--- src/rtl/hbm_pkg.sv ---
// hbm_pkg: register map, field layout and shared decode for the bit mapper
package hbm_pkg;

    // register indices; byte address is index times four
    localparam int unsigned IDX_LSB      = 2;
    localparam int unsigned IDX_W        = 8;
    localparam int unsigned ADDR_W       = IDX_LSB + IDX_W;
    localparam logic [7:0]  IDX_RX_ROUTE = 8'hb8;
    localparam logic [7:0]  IDX_RX_MASK  = 8'hb9;
    localparam logic [7:0]  IDX_TX_ROUTE = 8'hba;
    localparam logic [7:0]  IDX_TX_MASK  = 8'hbb;
    localparam logic [7:0]  IDX_RX_SA    = 8'hbc;
    localparam logic [7:0]  IDX_TX_BLK   = 8'hbd;
    localparam logic [7:0]  IDX_RX_BLK   = 8'hbe;
    localparam logic [7:0]  IDX_STATUS   = 8'hbf;

    // reset values
    localparam logic [7:0]  RST_CTRL8    = 8'h00;
    localparam logic [4:0]  RST_SA       = 5'h00;
    localparam logic [31:0] RST_BLK      = 32'h0000_0000;

    // route control fields (both directions share the layout)
    localparam int unsigned F_ENABLE     = 7;  // tx enable / rx source
    localparam int unsigned F_ROUTE      = 6;  // 0 = sa bits, 1 = ds0
    localparam int unsigned F_MODE       = 5;  // 0 = one channel, 1 = map
    localparam int unsigned F_CHAN_HI    = 4;  // channel number / sa select

    // status fields
    localparam int unsigned ST_EMPTY     = 0;
    localparam int unsigned ST_FULL      = 1;
    localparam int unsigned ST_LEFT_LSB  = 2;

    // frame geometry
    localparam logic [4:0]  SA_SLOT      = 5'h00;
    localparam logic [3:0]  SA_FIRST_BIT = 4'h4;
    localparam logic [3:0]  DS0_FIRST    = 4'h1;
    localparam logic [3:0]  DS0_BITS     = 4'h8;
    localparam logic        IDLE_BIT     = 1'b1;

    localparam logic [1:0]  RESP_OKAY    = 2'h0;
    localparam logic [1:0]  RESP_SLVERR  = 2'h2;

    typedef enum logic [1:0] {
        BUS_IDLE = 2'b01,
        BUS_RESP = 2'b10
    } hbm_bus_st_t;

    // byte-lane merge of a bus write into an old register value
    function automatic logic [31:0] hbm_merge(input logic [31:0] old,
                                              input logic [31:0] wd,
                                              input logic [3:0]  strb);
        logic [31:0] res;
        res = old;
        for (int i = 0; i < 4; i++) begin
            if (strb[i]) begin
                res[i*8 +: 8] = wd[i*8 +: 8];
            end
        end
        return res;
    endfunction

    // is this bit time routed to the hdlc controller
    function automatic logic hbm_bit_used(input logic [7:0]  route,
                                          input logic [4:0]  sa_sel,
                                          input logic [31:0] blk,
                                          input logic [7:0]  mask,
                                          input logic [4:0]  slot,
                                          input logic [3:0]  bitnum,
                                          input logic        nfas);
        logic hit;
        hit = 1'b0;
        if (!route[F_ROUTE]) begin
            // sa4 sits in select bit 4 down to sa8 in select bit 0
            if (slot == SA_SLOT && nfas && bitnum >= SA_FIRST_BIT &&
                bitnum <= DS0_BITS) begin
                hit = sa_sel[3'(DS0_BITS - bitnum)];
            end
        end else if (bitnum >= DS0_FIRST && bitnum <= DS0_BITS) begin
            hit = route[F_MODE] ? blk[slot] : (slot == route[F_CHAN_HI:0]);
            // mask bit 7 is ds0 bit 8, mask bit 0 is ds0 bit 1
            hit = hit && !mask[3'(bitnum - DS0_FIRST)];
        end
        return hit;
    endfunction

endpackage

--- src/rtl/hbm_stream_if.sv ---
// hbm_stream_if: valid/ready word carrier between mapper and its fifo
`timescale 1ns/10ps
`default_nettype none
interface hbm_stream_if #(parameter int unsigned W = 8);
    logic [W-1:0] data;
    logic         valid;
    logic         ready;
    modport source (output data, output valid, input ready);
    modport sink   (input data, input valid, output ready);
endinterface
`default_nettype wire

--- src/rtl/hbm_mapper.sv ---
// hbm_mapper: picks the e1 bit times that carry hdlc data, rx and tx
`timescale 1ns/10ps
`default_nettype none
module hbm_mapper
    import hbm_pkg::*;
#(
    parameter int unsigned FIFO_DEPTH = 8
) (
    input  wire logic              aclk,             // 25 mhz clock
    input  wire logic              aresetn,          // sync reset, low
    input  wire logic [ADDR_W-1:0] s_axi_awaddr,     // write address
    input  wire logic              s_axi_awvalid,    // write addr valid
    output logic                   s_axi_awready,    // write addr ready
    input  wire logic [31:0]       s_axi_wdata,      // write data
    input  wire logic [3:0]        s_axi_wstrb,      // byte enables
    input  wire logic              s_axi_wvalid,     // write data valid
    output logic                   s_axi_wready,     // write data ready
    output logic [1:0]             s_axi_bresp,      // write response
    output logic                   s_axi_bvalid,     // write resp valid
    input  wire logic              s_axi_bready,     // write resp ready
    input  wire logic [ADDR_W-1:0] s_axi_araddr,     // read address
    input  wire logic              s_axi_arvalid,    // read addr valid
    output logic                   s_axi_arready,    // read addr ready
    output logic [31:0]            s_axi_rdata,      // read data
    output logic [1:0]             s_axi_rresp,      // read response
    output logic                   s_axi_rvalid,     // read data valid
    input  wire logic              s_axi_rready,     // read data ready
    input  wire logic [7:0]        hdlc_tx_data,     // byte from hdlc
    input  wire logic              hdlc_tx_valid,    // byte offered
    output logic                   hdlc_tx_ready,    // fifo has room
    input  wire logic              tx_bit_strobe,    // one tx bit time
    input  wire logic [4:0]        tx_slot,          // tx time slot
    input  wire logic [3:0]        tx_bitnum,        // tx ds0 bit 1..8
    input  wire logic              tx_nfas,          // tx non-fas frame
    input  wire logic              tx_line_data_in,  // normal tx bit
    output logic                   tx_line_data_out, // bit to line
    output logic                   tx_hdlc_used,     // last bit was hdlc
    input  wire logic              rx_bit_strobe,    // one rx bit time
    input  wire logic [4:0]        rx_slot,          // rx time slot
    input  wire logic [3:0]        rx_bitnum,        // rx ds0 bit 1..8
    input  wire logic              rx_nfas,          // rx non-fas frame
    input  wire logic              rx_line_data,     // received bit
    output logic                   rx_hdlc_bit,      // bit for receiver
    output logic                   rx_hdlc_bit_valid // pulse with bit
);

    typedef struct packed {
        logic [7:0]  rx_route;
        logic [7:0]  rx_mask;
        logic [7:0]  tx_route;
        logic [7:0]  tx_mask;
        logic [4:0]  rx_sa;
        logic [31:0] tx_blk;
        logic [31:0] rx_blk;
        hbm_bus_st_t wst;
        hbm_bus_st_t rst;
        logic        aw_got;
        logic        w_got;
        logic [7:0]  aw_idx;
        logic [31:0] wdata;
        logic [3:0]  wstrb;
        logic        wr_err;
        logic [31:0] rdata;
        logic        rd_err;
        logic [7:0]  shift;
        logic [3:0]  left;
        logic        tx_out;
        logic        tx_used;
        logic        rx_bit;
        logic        rx_valid;
    } hbm_st_t;

    hbm_st_t     st;
    hbm_st_t     next_st;
    logic        tx_en;
    logic        tx_hit;
    logic [7:0]  rx_ctl;
    logic [4:0]  rx_sel;
    logic        rx_hit;
    logic [31:0] rd_word;
    logic        rd_bad;
    logic [7:0]  ar_idx;

    hbm_stream_if #(.W(8)) f_in ();
    hbm_stream_if #(.W(8)) f_out ();

    // hdlc bytes wait here; a full fifo stalls the hdlc controller
    hbm_fifo #(.W(8), .D(FIFO_DEPTH)) u_fifo (
        .aclk    (aclk),
        .aresetn (aresetn),
        .in_s    (f_in),
        .out_s   (f_out)
    );
    assign f_in.data     = hdlc_tx_data;
    assign f_in.valid    = hdlc_tx_valid;
    assign hdlc_tx_ready = f_in.ready;
    // a byte is pulled only once the shifter has sent every bit
    assign f_out.ready   = (st.left == '0);

    // bus handshakes come straight from state
    assign s_axi_awready = (st.wst == BUS_IDLE) && !st.aw_got;
    assign s_axi_wready  = (st.wst == BUS_IDLE) && !st.w_got;
    assign s_axi_bvalid  = (st.wst == BUS_RESP);
    assign s_axi_bresp   = st.wr_err ? RESP_SLVERR : RESP_OKAY;
    assign s_axi_arready = (st.rst == BUS_IDLE);
    assign s_axi_rvalid  = (st.rst == BUS_RESP);
    assign s_axi_rresp   = st.rd_err ? RESP_SLVERR : RESP_OKAY;
    assign s_axi_rdata   = st.rdata;
    assign ar_idx        = s_axi_araddr[IDX_LSB +: IDX_W];

    // data outputs straight from flip-flops
    assign tx_line_data_out  = st.tx_out;
    assign tx_hdlc_used      = st.tx_used;
    assign rx_hdlc_bit       = st.rx_bit;
    assign rx_hdlc_bit_valid = st.rx_valid;

    // bit-time selection for both directions
    always_comb begin
        tx_en  = st.tx_route[F_ENABLE];
        // route bit only counts once the enable is set
        tx_hit = tx_en && hbm_bit_used(st.tx_route,
                     st.tx_route[F_CHAN_HI:0], st.tx_blk,
                     st.tx_mask, tx_slot, tx_bitnum, tx_nfas);
        // source clear forces the sa path with the rx control two select
        rx_ctl = st.rx_route[F_ENABLE] ? st.rx_route : RST_CTRL8;
        rx_sel = st.rx_route[F_ENABLE] ? st.rx_route[F_CHAN_HI:0]
                                       : st.rx_sa;
        rx_hit = hbm_bit_used(rx_ctl, rx_sel, st.rx_blk,
                     st.rx_mask, rx_slot, rx_bitnum, rx_nfas);
    end

    // register read decode
    always_comb begin
        rd_word = '0;
        rd_bad  = 1'b0;
        case (ar_idx)
            IDX_RX_ROUTE: rd_word = 32'(st.rx_route);
            IDX_RX_MASK:  rd_word = 32'(st.rx_mask);
            IDX_TX_ROUTE: rd_word = 32'(st.tx_route);
            IDX_TX_MASK:  rd_word = 32'(st.tx_mask);
            IDX_RX_SA:    rd_word = 32'(st.rx_sa);
            IDX_TX_BLK:   rd_word = st.tx_blk;
            IDX_RX_BLK:   rd_word = st.rx_blk;
            IDX_STATUS: begin
                rd_word[ST_EMPTY] = !f_out.valid;
                rd_word[ST_FULL]  = !f_in.ready;
                rd_word[ST_LEFT_LSB +: 4] = st.left;
            end
            default: rd_bad = 1'b1;
        endcase
    end

    // next state: bus slave, tx shifter, rx tap
    always_comb begin
        next_st = st;
        // address and data may arrive in either order
        if (s_axi_awvalid && s_axi_awready) begin
            next_st.aw_got = 1'b1;
            next_st.aw_idx = s_axi_awaddr[IDX_LSB +: IDX_W];
        end
        if (s_axi_wvalid && s_axi_wready) begin
            next_st.w_got = 1'b1;
            next_st.wdata = s_axi_wdata;
            next_st.wstrb = s_axi_wstrb;
        end
        case (st.wst)
            BUS_IDLE: begin
                if (st.aw_got && st.w_got) begin
                    next_st.wst    = BUS_RESP;
                    next_st.aw_got = 1'b0;
                    next_st.w_got  = 1'b0;
                    next_st.wr_err = 1'b0;
                    case (st.aw_idx)
                        IDX_RX_ROUTE: next_st.rx_route = 8'(hbm_merge(
                            32'(st.rx_route), st.wdata, st.wstrb));
                        IDX_RX_MASK:  next_st.rx_mask = 8'(hbm_merge(
                            32'(st.rx_mask), st.wdata, st.wstrb));
                        IDX_TX_ROUTE: next_st.tx_route = 8'(hbm_merge(
                            32'(st.tx_route), st.wdata, st.wstrb));
                        IDX_TX_MASK:  next_st.tx_mask = 8'(hbm_merge(
                            32'(st.tx_mask), st.wdata, st.wstrb));
                        IDX_RX_SA:    next_st.rx_sa = 5'(hbm_merge(
                            32'(st.rx_sa), st.wdata, st.wstrb));
                        IDX_TX_BLK:   next_st.tx_blk = hbm_merge(
                            st.tx_blk, st.wdata, st.wstrb);
                        IDX_RX_BLK:   next_st.rx_blk = hbm_merge(
                            st.rx_blk, st.wdata, st.wstrb);
                        IDX_STATUS:   next_st.wr_err = 1'b0;
                        default:      next_st.wr_err = 1'b1;
                    endcase
                end
            end
            BUS_RESP: begin
                if (s_axi_bready) begin
                    next_st.wst = BUS_IDLE;
                end
            end
            default: next_st.wst = BUS_IDLE;
        endcase
        case (st.rst)
            BUS_IDLE: begin
                if (s_axi_arvalid) begin
                    next_st.rst    = BUS_RESP;
                    next_st.rdata  = rd_word;
                    next_st.rd_err = rd_bad;
                end
            end
            BUS_RESP: begin
                if (s_axi_rready) begin
                    next_st.rst = BUS_IDLE;
                end
            end
            default: next_st.rst = BUS_IDLE;
        endcase
        // reload never meets a shift: reload needs left at zero
        if (f_out.valid && f_out.ready) begin
            next_st.shift = f_out.data;
            next_st.left  = DS0_BITS;
        end
        // hdlc bits go out lsb first; empty shifter sends idle ones
        if (tx_bit_strobe) begin
            next_st.tx_used = tx_hit;
            if (tx_hit) begin
                if (st.left != '0) begin
                    next_st.tx_out = st.shift[0];
                    next_st.shift  = st.shift >> 1;
                    next_st.left   = 4'(st.left - 1'b1);
                end else begin
                    next_st.tx_out = IDLE_BIT;
                end
            end else begin
                next_st.tx_out = tx_line_data_in;
            end
        end
        next_st.rx_valid = rx_bit_strobe && rx_hit;
        if (rx_bit_strobe && rx_hit) begin
            next_st.rx_bit = rx_line_data;
        end
    end

    // state register
    always_ff @(posedge aclk) begin
        if (!aresetn) begin
            st          <= '0;
            st.rx_route <= RST_CTRL8;
            st.rx_mask  <= RST_CTRL8;
            st.tx_route <= RST_CTRL8;
            st.tx_mask  <= RST_CTRL8;
            st.rx_sa    <= RST_SA;
            st.tx_blk   <= RST_BLK;
            st.rx_blk   <= RST_BLK;
            st.wst      <= BUS_IDLE;
            st.rst      <= BUS_IDLE;
        end else begin
            st <= next_st;
        end
    end
endmodule
`default_nettype wire

--- src/rtl/hbm_fifo.sv ---
// hbm_fifo: flip-flop fifo with valid/ready on both sides
`timescale 1ns/10ps
`default_nettype none
module hbm_fifo #(
    parameter int unsigned W = 8,
    parameter int unsigned D = 8
) (
    input  wire logic     aclk,     // system clock
    input  wire logic     aresetn,  // synchronous reset, active low
    hbm_stream_if.sink    in_s,     // filling side
    hbm_stream_if.source  out_s     // draining side
);
    localparam int unsigned PW = (D > 1) ? $clog2(D) : 1;
    localparam int unsigned CW = $clog2(D + 1);

    typedef struct packed {
        logic [D-1:0][W-1:0] mem;
        logic [PW-1:0]       wp;
        logic [PW-1:0]       rp;
        logic [CW-1:0]       cnt;
    } hbm_fifo_st_t;

    hbm_fifo_st_t st;
    hbm_fifo_st_t next_st;
    logic         push;
    logic         pop;

    // honest flags straight from the count
    assign in_s.ready  = (st.cnt != CW'(D));
    assign out_s.valid = (st.cnt != '0);
    assign out_s.data  = st.mem[st.rp];
    assign push        = in_s.valid && in_s.ready;
    assign pop         = out_s.valid && out_s.ready;

    // pointers wrap explicitly so any depth works, not only powers of two
    always_comb begin
        next_st = st;
        if (push) begin
            next_st.mem[st.wp] = in_s.data;
            next_st.wp = (st.wp == PW'(D - 1)) ? '0 : PW'(st.wp + 1'b1);
        end
        if (pop) begin
            next_st.rp = (st.rp == PW'(D - 1)) ? '0 : PW'(st.rp + 1'b1);
        end
        if (push && !pop) begin
            next_st.cnt = CW'(st.cnt + 1'b1);
        end else if (pop && !push) begin
            next_st.cnt = CW'(st.cnt - 1'b1);
        end
    end

    // state register
    always_ff @(posedge aclk) begin
        if (!aresetn) begin
            st <= '0;
        end else begin
            st <= next_st;
        end
    end
endmodule
`default_nettype wire

--- config.mk ---
export PLATFORM = sky130hd
export DESIGN_NAME = hbm_mapper
export DESIGN_NICKNAME = d
export VERILOG_FILES = /design/src/rtl/hbm_pkg.sv /design/src/rtl/hbm_stream_if.sv /design/src/rtl/hbm_mapper.sv /design/src/rtl/hbm_fifo.sv
export SDC_FILE = /design/constraint.sdc
export NUM_CORES = 1
export LEC_CHECK = 0
export BUFFER_PORTS_ARGS = -buffer_cell sky130_fd_sc_hd__buf_2
export CORE_ASPECT_RATIO = 0.6
export CORE_UTILIZATION = 45
export CTS_CLUSTER_DIAMETER = 50
export DETAILED_ROUTE_END_ITERATION = 10
export SYNTH_ARGS = -nofsm -noshare
export SYNTH_HDL_FRONTEND = slang
export SYNTH_SLANG_ARGS = --single-unit
--- constraint.sdc ---
create_clock -name aclk -period 6.04 [get_ports aclk]
set_input_delay 0.604 -clock aclk [delete_from_list [all_inputs] [get_ports aclk]]
set_output_delay 0.604 -clock aclk [all_outputs]
set_load 0.05 [all_outputs]
==> impl_metrics.tcl, run 1 <==
set metrics [dict create \
    placed_cells 1864 \
    cts.path.max_buffers 3 \
    ys_seq_area_frac 0.412 \
    avgSynthCellArea_um2 9.08 \
    finalHoldViolations 0 \
    cts_hold_buffers 0 \
    yosysUniqueCellTypes 60 \
    wl_per_cell_um 20.1 \
    cts_tree "yes" \
    p_sw_frac 0.289 \
    synth-main-ff-cell "dfxtp_1" \
    ys_ff_latch 275 \
    ir_drop_mv 0.134 \
    drt_iter0_markers 1197 \
    insertion_delay_ps 560 \
    p_leak_nw 5.53 \
    root_buffer "clkbuf_16" \
    rows 48 \
    grt_pass1_vias 9561 \
    path_max_fanout 20 \
    rsz0062_at_grt "false" \
    whs_ps 284 \
    critPathCaptureType "flip-flop" \
    nFillCells 2800 \
    wl_met3_um 3780 \
    fin_cells 1917 \
    synth_area_leaders "dfxtp_1 (41%), a21boi_0 (8.4%), mux2i_1 (7.3%), nand2_1 (6.7%), mux4_2 (5.7%)" \
    period_needed_ps 3090 \
    max_freq_mhz 324 \
    wl_met1_um 20900 \
    start_util 0.461 \
    post_cts_buffers 0 \
    pwr-share-clk 0.386 \
    boundaryPins 142 \
    yosysWarningCount 0 \
    fp.coreArea_um2 28900 \
    min_path_type "in -> reg" \
    drt-total-wl_um 38600 \
    grt.total_usage 0.252 \
    worst_ep_required_time_ps 6530 \
    place_congestion 0.953 \
    io_buffers 135 \
    setup_tns_ps 0 \
    cts_max_level 1 \
    overflow 0 \
    cts_num_sinks 275 \
    startpoint_type "flip-flop" \
    dr_wl_met2_um 13300 \
    setup_violations 0 \
    seq_power_share 0.445 \
    die-width_um 224 \
    fin_worst_skew_ps 17.2 \
    slew_violations 0 \
    firstDrtPassIters 5 \
    grt_max_degree 171 \
    maxCapViolCount 0 \
    criticalPathCategory "reg -> reg" \
    grt_pass1_wl_um 58500 \
    p_int_w 0.00326 \
    yosysTopAreaCell "dfxtp_1" \
    synthToLayoutAreaGrowth_pct 11.4 \
    power_frac_comb 0.169 \
    cts_resized 0 \
    drtAntennaViolNets 0 \
    synth_edf_count 0 \
    top_layer "met5" \
    drc 0 \
    power.switching_w 0.00133 \
    die_h_um 135 \
    synth.top_cell.area_share 0.412 \
    synth_cells 1470 \
    synth_async_sr_flop_share 0 \
    post-route-period-util 0.511 \
    grt_antenna_before_repair 3 \
    numCtsBuffers 28 \
    worst_slew_pin_slew_ps 1220 \
    max_slew_margin 0.186 \
    clkTransAtPathRegs_ps 60 \
    crit_arrival_ps 3580 \
    status "completed" \
    dieArea_um2 30400 \
    syn_area_um2 13300 \
    vias 10754 \
    dp_hpwl_um 27500 \
    fin_nets 1604 \
    drive_above_1_share 0.162 \
    routed_via_density 5.61 \
    p_per_area_nw_per_um2 309 \
]
## flip-flops by register name (all words and copies together), names as in the netlist
signal / count
st: 165
tx_line_data_out: 1
rx_hdlc_bit: 1
u_fifo.st: 74
rx_hdlc_bit_valid: 1
s_axi_rdata: 32
tx_hdlc_used: 1
## per-stage QoR
step           cell area (um^2)  worst slack (ps)   util  power (W)
2_1_floorplan             13400              3140      -    0.00265
3_3_place_gp              13900              2980  0.482    0.00284
3_5_place_dp              13900              2940  0.482    0.00286
4_1_cts                   14900              2930  0.514    0.00463
5_1_grt                   14900              2670  0.514    0.00480
6_report                  14900              2950  0.514    0.00459
## synth_stat cells (9+ instances only)
cell type / instances
nor2_1: 53
nand3_1: 107
o21ai_0: 17
inv_1: 15
nand4_1: 9
mux2i_1: 97
nand2_1: 237
and3_1: 11
mux4_2: 34
clkbuf_1: 109
a21boi_0: 150
nor3_1: 12
dfxtp_1: 275
a221oi_1: 33
nor2b_1: 96
buf_4: 36
nor3b_1: 27
ha_1: 13
a22oi_1: 10
a21oi_1: 14
## cell families after synthesis
group	after synthesis	share of synthesized area
AO/OA/AOI/OAI	266	0.148
XOR/XNOR	12	0.00787
adder cells (fa/ha/maj)	14	0.0137
buffers and inverters	173	0.0597
flip-flops	275	0.412
multiplexers	142	0.143
other	1	0.000281
AND/OR/NAND/NOR	587	0.215
## path summary, 6_finish.rpt
path	start	end	slack, ps	depth (start not counted)
worst max register to register	st[4]	u_fifo.st[3]	2950	15
worst min-delay path	rx_line_data	rx_hdlc_bit	280	3
worst min register to register	st[9]	st[8]	450	2
worst max-delay path	st[4]	u_fifo.st[3]	2950	15
## power groups by stage
stage	Sequential (W)	Combinational, W	Clock (W)
after floorplan	0.00200	0.000648	0
after global placement	0.00207	0.000765	0
after detailed placement	0.00208	0.000779	0
after CTS	0.00204	0.000781	0.00181
after global routing	0.00206	0.000858	0.00188
final	0.00204	0.000778	0.00177
## final cells by class
type,count,area (um^2),share of cell area
tap,400,500,0.0336
timing repair buffer,150,795,0.0534
clock inverter,11,115,0.00774
inverter,16,60.1,0.00404
multi-input combinational,1023,7080,0.476
antenna,3,7.51,0.000505
sequential,275,5510,0.370
clock buffer,39,813,0.0547
## cells in the final DEF (no fill, tap or decap), types with 17 or more instances in the layout
cell / synthesis / layout
nor2b_1: 96 / 95
nand3_1: 107 / 107
nor2_1: 53 / 53
a21boi_0: 150 / 150
nor3b_1: 27 / 27
dfxtp_1: 275 / 275
buf_2: 4 / 134
mux4_2: 34 / 34
clkbuf_16: 0 / 29
a221oi_1: 33 / 33
nand2_1: 237 / 237
mux2i_1: 97 / 97
o21ai_0: 17 / 17
## per-layer routing
metal / up-vias / track usage
met5: - / 0.0145
met4: 2 / 0.0476
met3: 47 / 0.0696
met2: 406 / 0.292
met1: 5117 / 0.430
li1: 5182 / -
## worst max-delay path, cell delays in order, from the launching register on
cell and delay, ps:
dfxtp_1 350, inv_1 100, ha_1 150, nand2b_1 90, or2_2 300, nor2_1 90
buf_4 250, inv_1 160, ha_1 250, inv_1 120, ha_1 240, a21o_1 180
a21oi_1 180, xnor2_1 90, or3_1 300, a21boi_0 150
Note: power is estimated with default switching activity, not from simulation.
==> inputs of run 2 (changes only) <==
--- a/config.mk
+++ b/config.mk
@@ -10,6 +10,7 @@
 export CORE_UTILIZATION = 45
 export CTS_CLUSTER_DIAMETER = 50
 export DETAILED_ROUTE_END_ITERATION = 10
+export PLACE_DENSITY = 0.66
 export SYNTH_ARGS = -nofsm -noshare
 export SYNTH_HDL_FRONTEND = slang
 export SYNTH_SLANG_ARGS = --single-unit
==> constraint.sdc (replaced) <==
create_clock -name aclk -period 2.8 [get_ports aclk]
set_input_delay 0.28 -clock aclk [delete_from_list [all_inputs] [get_ports aclk]]
set_output_delay 0.28 -clock aclk [all_outputs]
set_load 0.05 [all_outputs]
==> impl_metrics.tcl, run 2 (synthesized netlist as in run 1, its figures left out) <==
set metrics [dict create \
    layout_common_cells "dfxtp_1 (275), nand2_1 (236), a21boi_0 (149), buf_2 (134), nand3_1 (107)" \
    overflow 0 \
    r2r_start "st[5]" \
    power.switching_w 0.00287 \
    crit_arrival_ps 3070 \
    boundaryPins 142 \
    finalHoldViolations 0 \
    setup_violations 0 \
    cts.path.max_buffers 3 \
    synthToLayoutAreaGrowth_pct 16.1 \
    critPathCaptureType "flip-flop" \
    dr_wl_met2_um 14600 \
    setup_ws_ps 217 \
    cts_max_level 1 \
    path_max_fanout 4 \
    placed_area_um2 14200 \
    p_per_area_nw_per_um2 636 \
    drt-total-wl_um 39100 \
    p_sw_frac 0.291 \
    grt.total_usage 0.255 \
    grt_pass1_vias 10416 \
    place_ws_ps 125 \
    setup_tns_ps 0 \
    numCtsBuffers 29 \
    p_int_w 0.00698 \
    drtAntennaViolNets 0 \
    post-route-period-util 0.922 \
    p_leak_nw 5.82 \
    cts_tree "yes" \
    max_freq_mhz 387 \
    slew_violations 0 \
    criticalPathCategory "reg -> reg" \
    largest_reg_flops 165 \
    insertion_delay_ps 560 \
    dieArea_um2 30400 \
    dp_hpwl_um 28100 \
    post-route-util 0.535 \
    power_frac_comb 0.183 \
    worst_slew_pin_slew_ps 838 \
    clkTransAtPathRegs_ps 60 \
    top_layer "met4" \
    io_buffers 135 \
    grt_pass1_wl_um 59900 \
    fin_nets 1675 \
    die_h_um 135 \
    hp-start "tx_line_data_in" \
    drt_iter0_markers 1103 \
    die-width_um 224 \
    fin_cells 1984 \
    firstDrtPassIters 7 \
    startpoint_type "flip-flop" \
    seq_power_share 0.444 \
    place_congestion 0.963 \
    wl_per_cell_um 19.7 \
    worst_ep_required_time_ps 3290 \
    wl_met1_um 18900 \
    r2r_slack_ps 220 \
    ff2ff_path_depth 14 \
    rows 48 \
    min_path_type "in -> reg" \
    root_buffer "clkbuf_16" \
    period_needed_ps 2580 \
    placed_cells 1889 \
    routed_via_density 5.67 \
    r2r_end "u_fifo.st[3]" \
    critical_path.startpoint "st[5]" \
    rsz0062_at_grt "false" \
    drc 0 \
    ir_drop_mv 0.402 \
    fp.coreArea_um2 28900 \
    start_util 0.461 \
    grt_max_degree 104 \
    final_common_cell "dfxtp_1" \
    status "completed" \
    largest-register "st" \
    max_slew_margin 0.441 \
    cts_num_sinks 275 \
    drive_above_1_share 0.170 \
    fin_area_um2 15500 \
    vias 11245 \
    crit_path_end "u_fifo.st[3]" \
    wl_met3_um 4880 \
    grt_antenna_before_repair 2 \
    maxCapViolCount 0 \
    pwr-share-clk 0.373 \
    fin_worst_skew_ps 13.0 \
]
## run 2: final cells by class
type,instances,area (um^2)
Fill cell,2694,13500
Multi-Input combinational cell,1023,7080
Sequential cell,275,5510
Timing Repair Buffer,220,1470
Clock buffer,40,797
Tap cell,400,500
Clock inverter,8,77.6
Inverter,16,60.1
Antenna cell,2,5.00
## run 2: per-layer routing
metal  track usage  up-vias
li1              -     5318
met1         0.396     5332
met2         0.328      532
met3        0.0883       63
met4        0.0582        0
met5             0        -
## run 2: worst min-delay path by stage
stage,to,cells after the start,slack [ps]
final,tx_line_data_out,3,30
after global routing,tx_line_data_out,3,40
after CTS,tx_line_data_out,3,20
after detailed placement,rx_hdlc_bit,2,450
after global placement,rx_hdlc_bit,2,440
after floorplan,rx_hdlc_bit,2,420
## run 2: power by group through the flow
stage,combinational (W),clock [W],sequential [W]
after floorplan,0.00140,0,0.00432
after global placement,0.00171,0,0.00445
after detailed placement,0.00174,0,0.00445
after CTS,0.00179,0.00371,0.00437
after global routing,0.00198,0.00387,0.00440
final,0.00180,0.00367,0.00438
## run 2: metrics by stage
step	hold WS [ps]	power (W)
6_report	28.0	0.00985
4_1_cts	20.9	0.00987
3_3_place_gp	444	0.00616
3_5_place_dp	453	0.00619
5_1_grt	43.4	0.0103
2_1_floorplan	419	0.00573
## run 2: worst max-delay path, cell delays in order, from the launching register on
cell and delay [ps]:
dfxtp_1 330, inv_1 90, ha_1 140, nand2b_1 90, or2_2 300, nor2_2 100
inv_1 70, ha_1 230, inv_2 90, ha_1 220, a21o_1 190, a21oi_2 150
xnor2_1 90, or3_1 310, a21boi_1 130
## run 2: what timing repair did
action	4_1_cts	5_1_grt
setup endpoints to repair	0	1
resized for setup	0	4
hold buffers	45	0
hold endpoints to repair	45	0
setup buffers	0	0
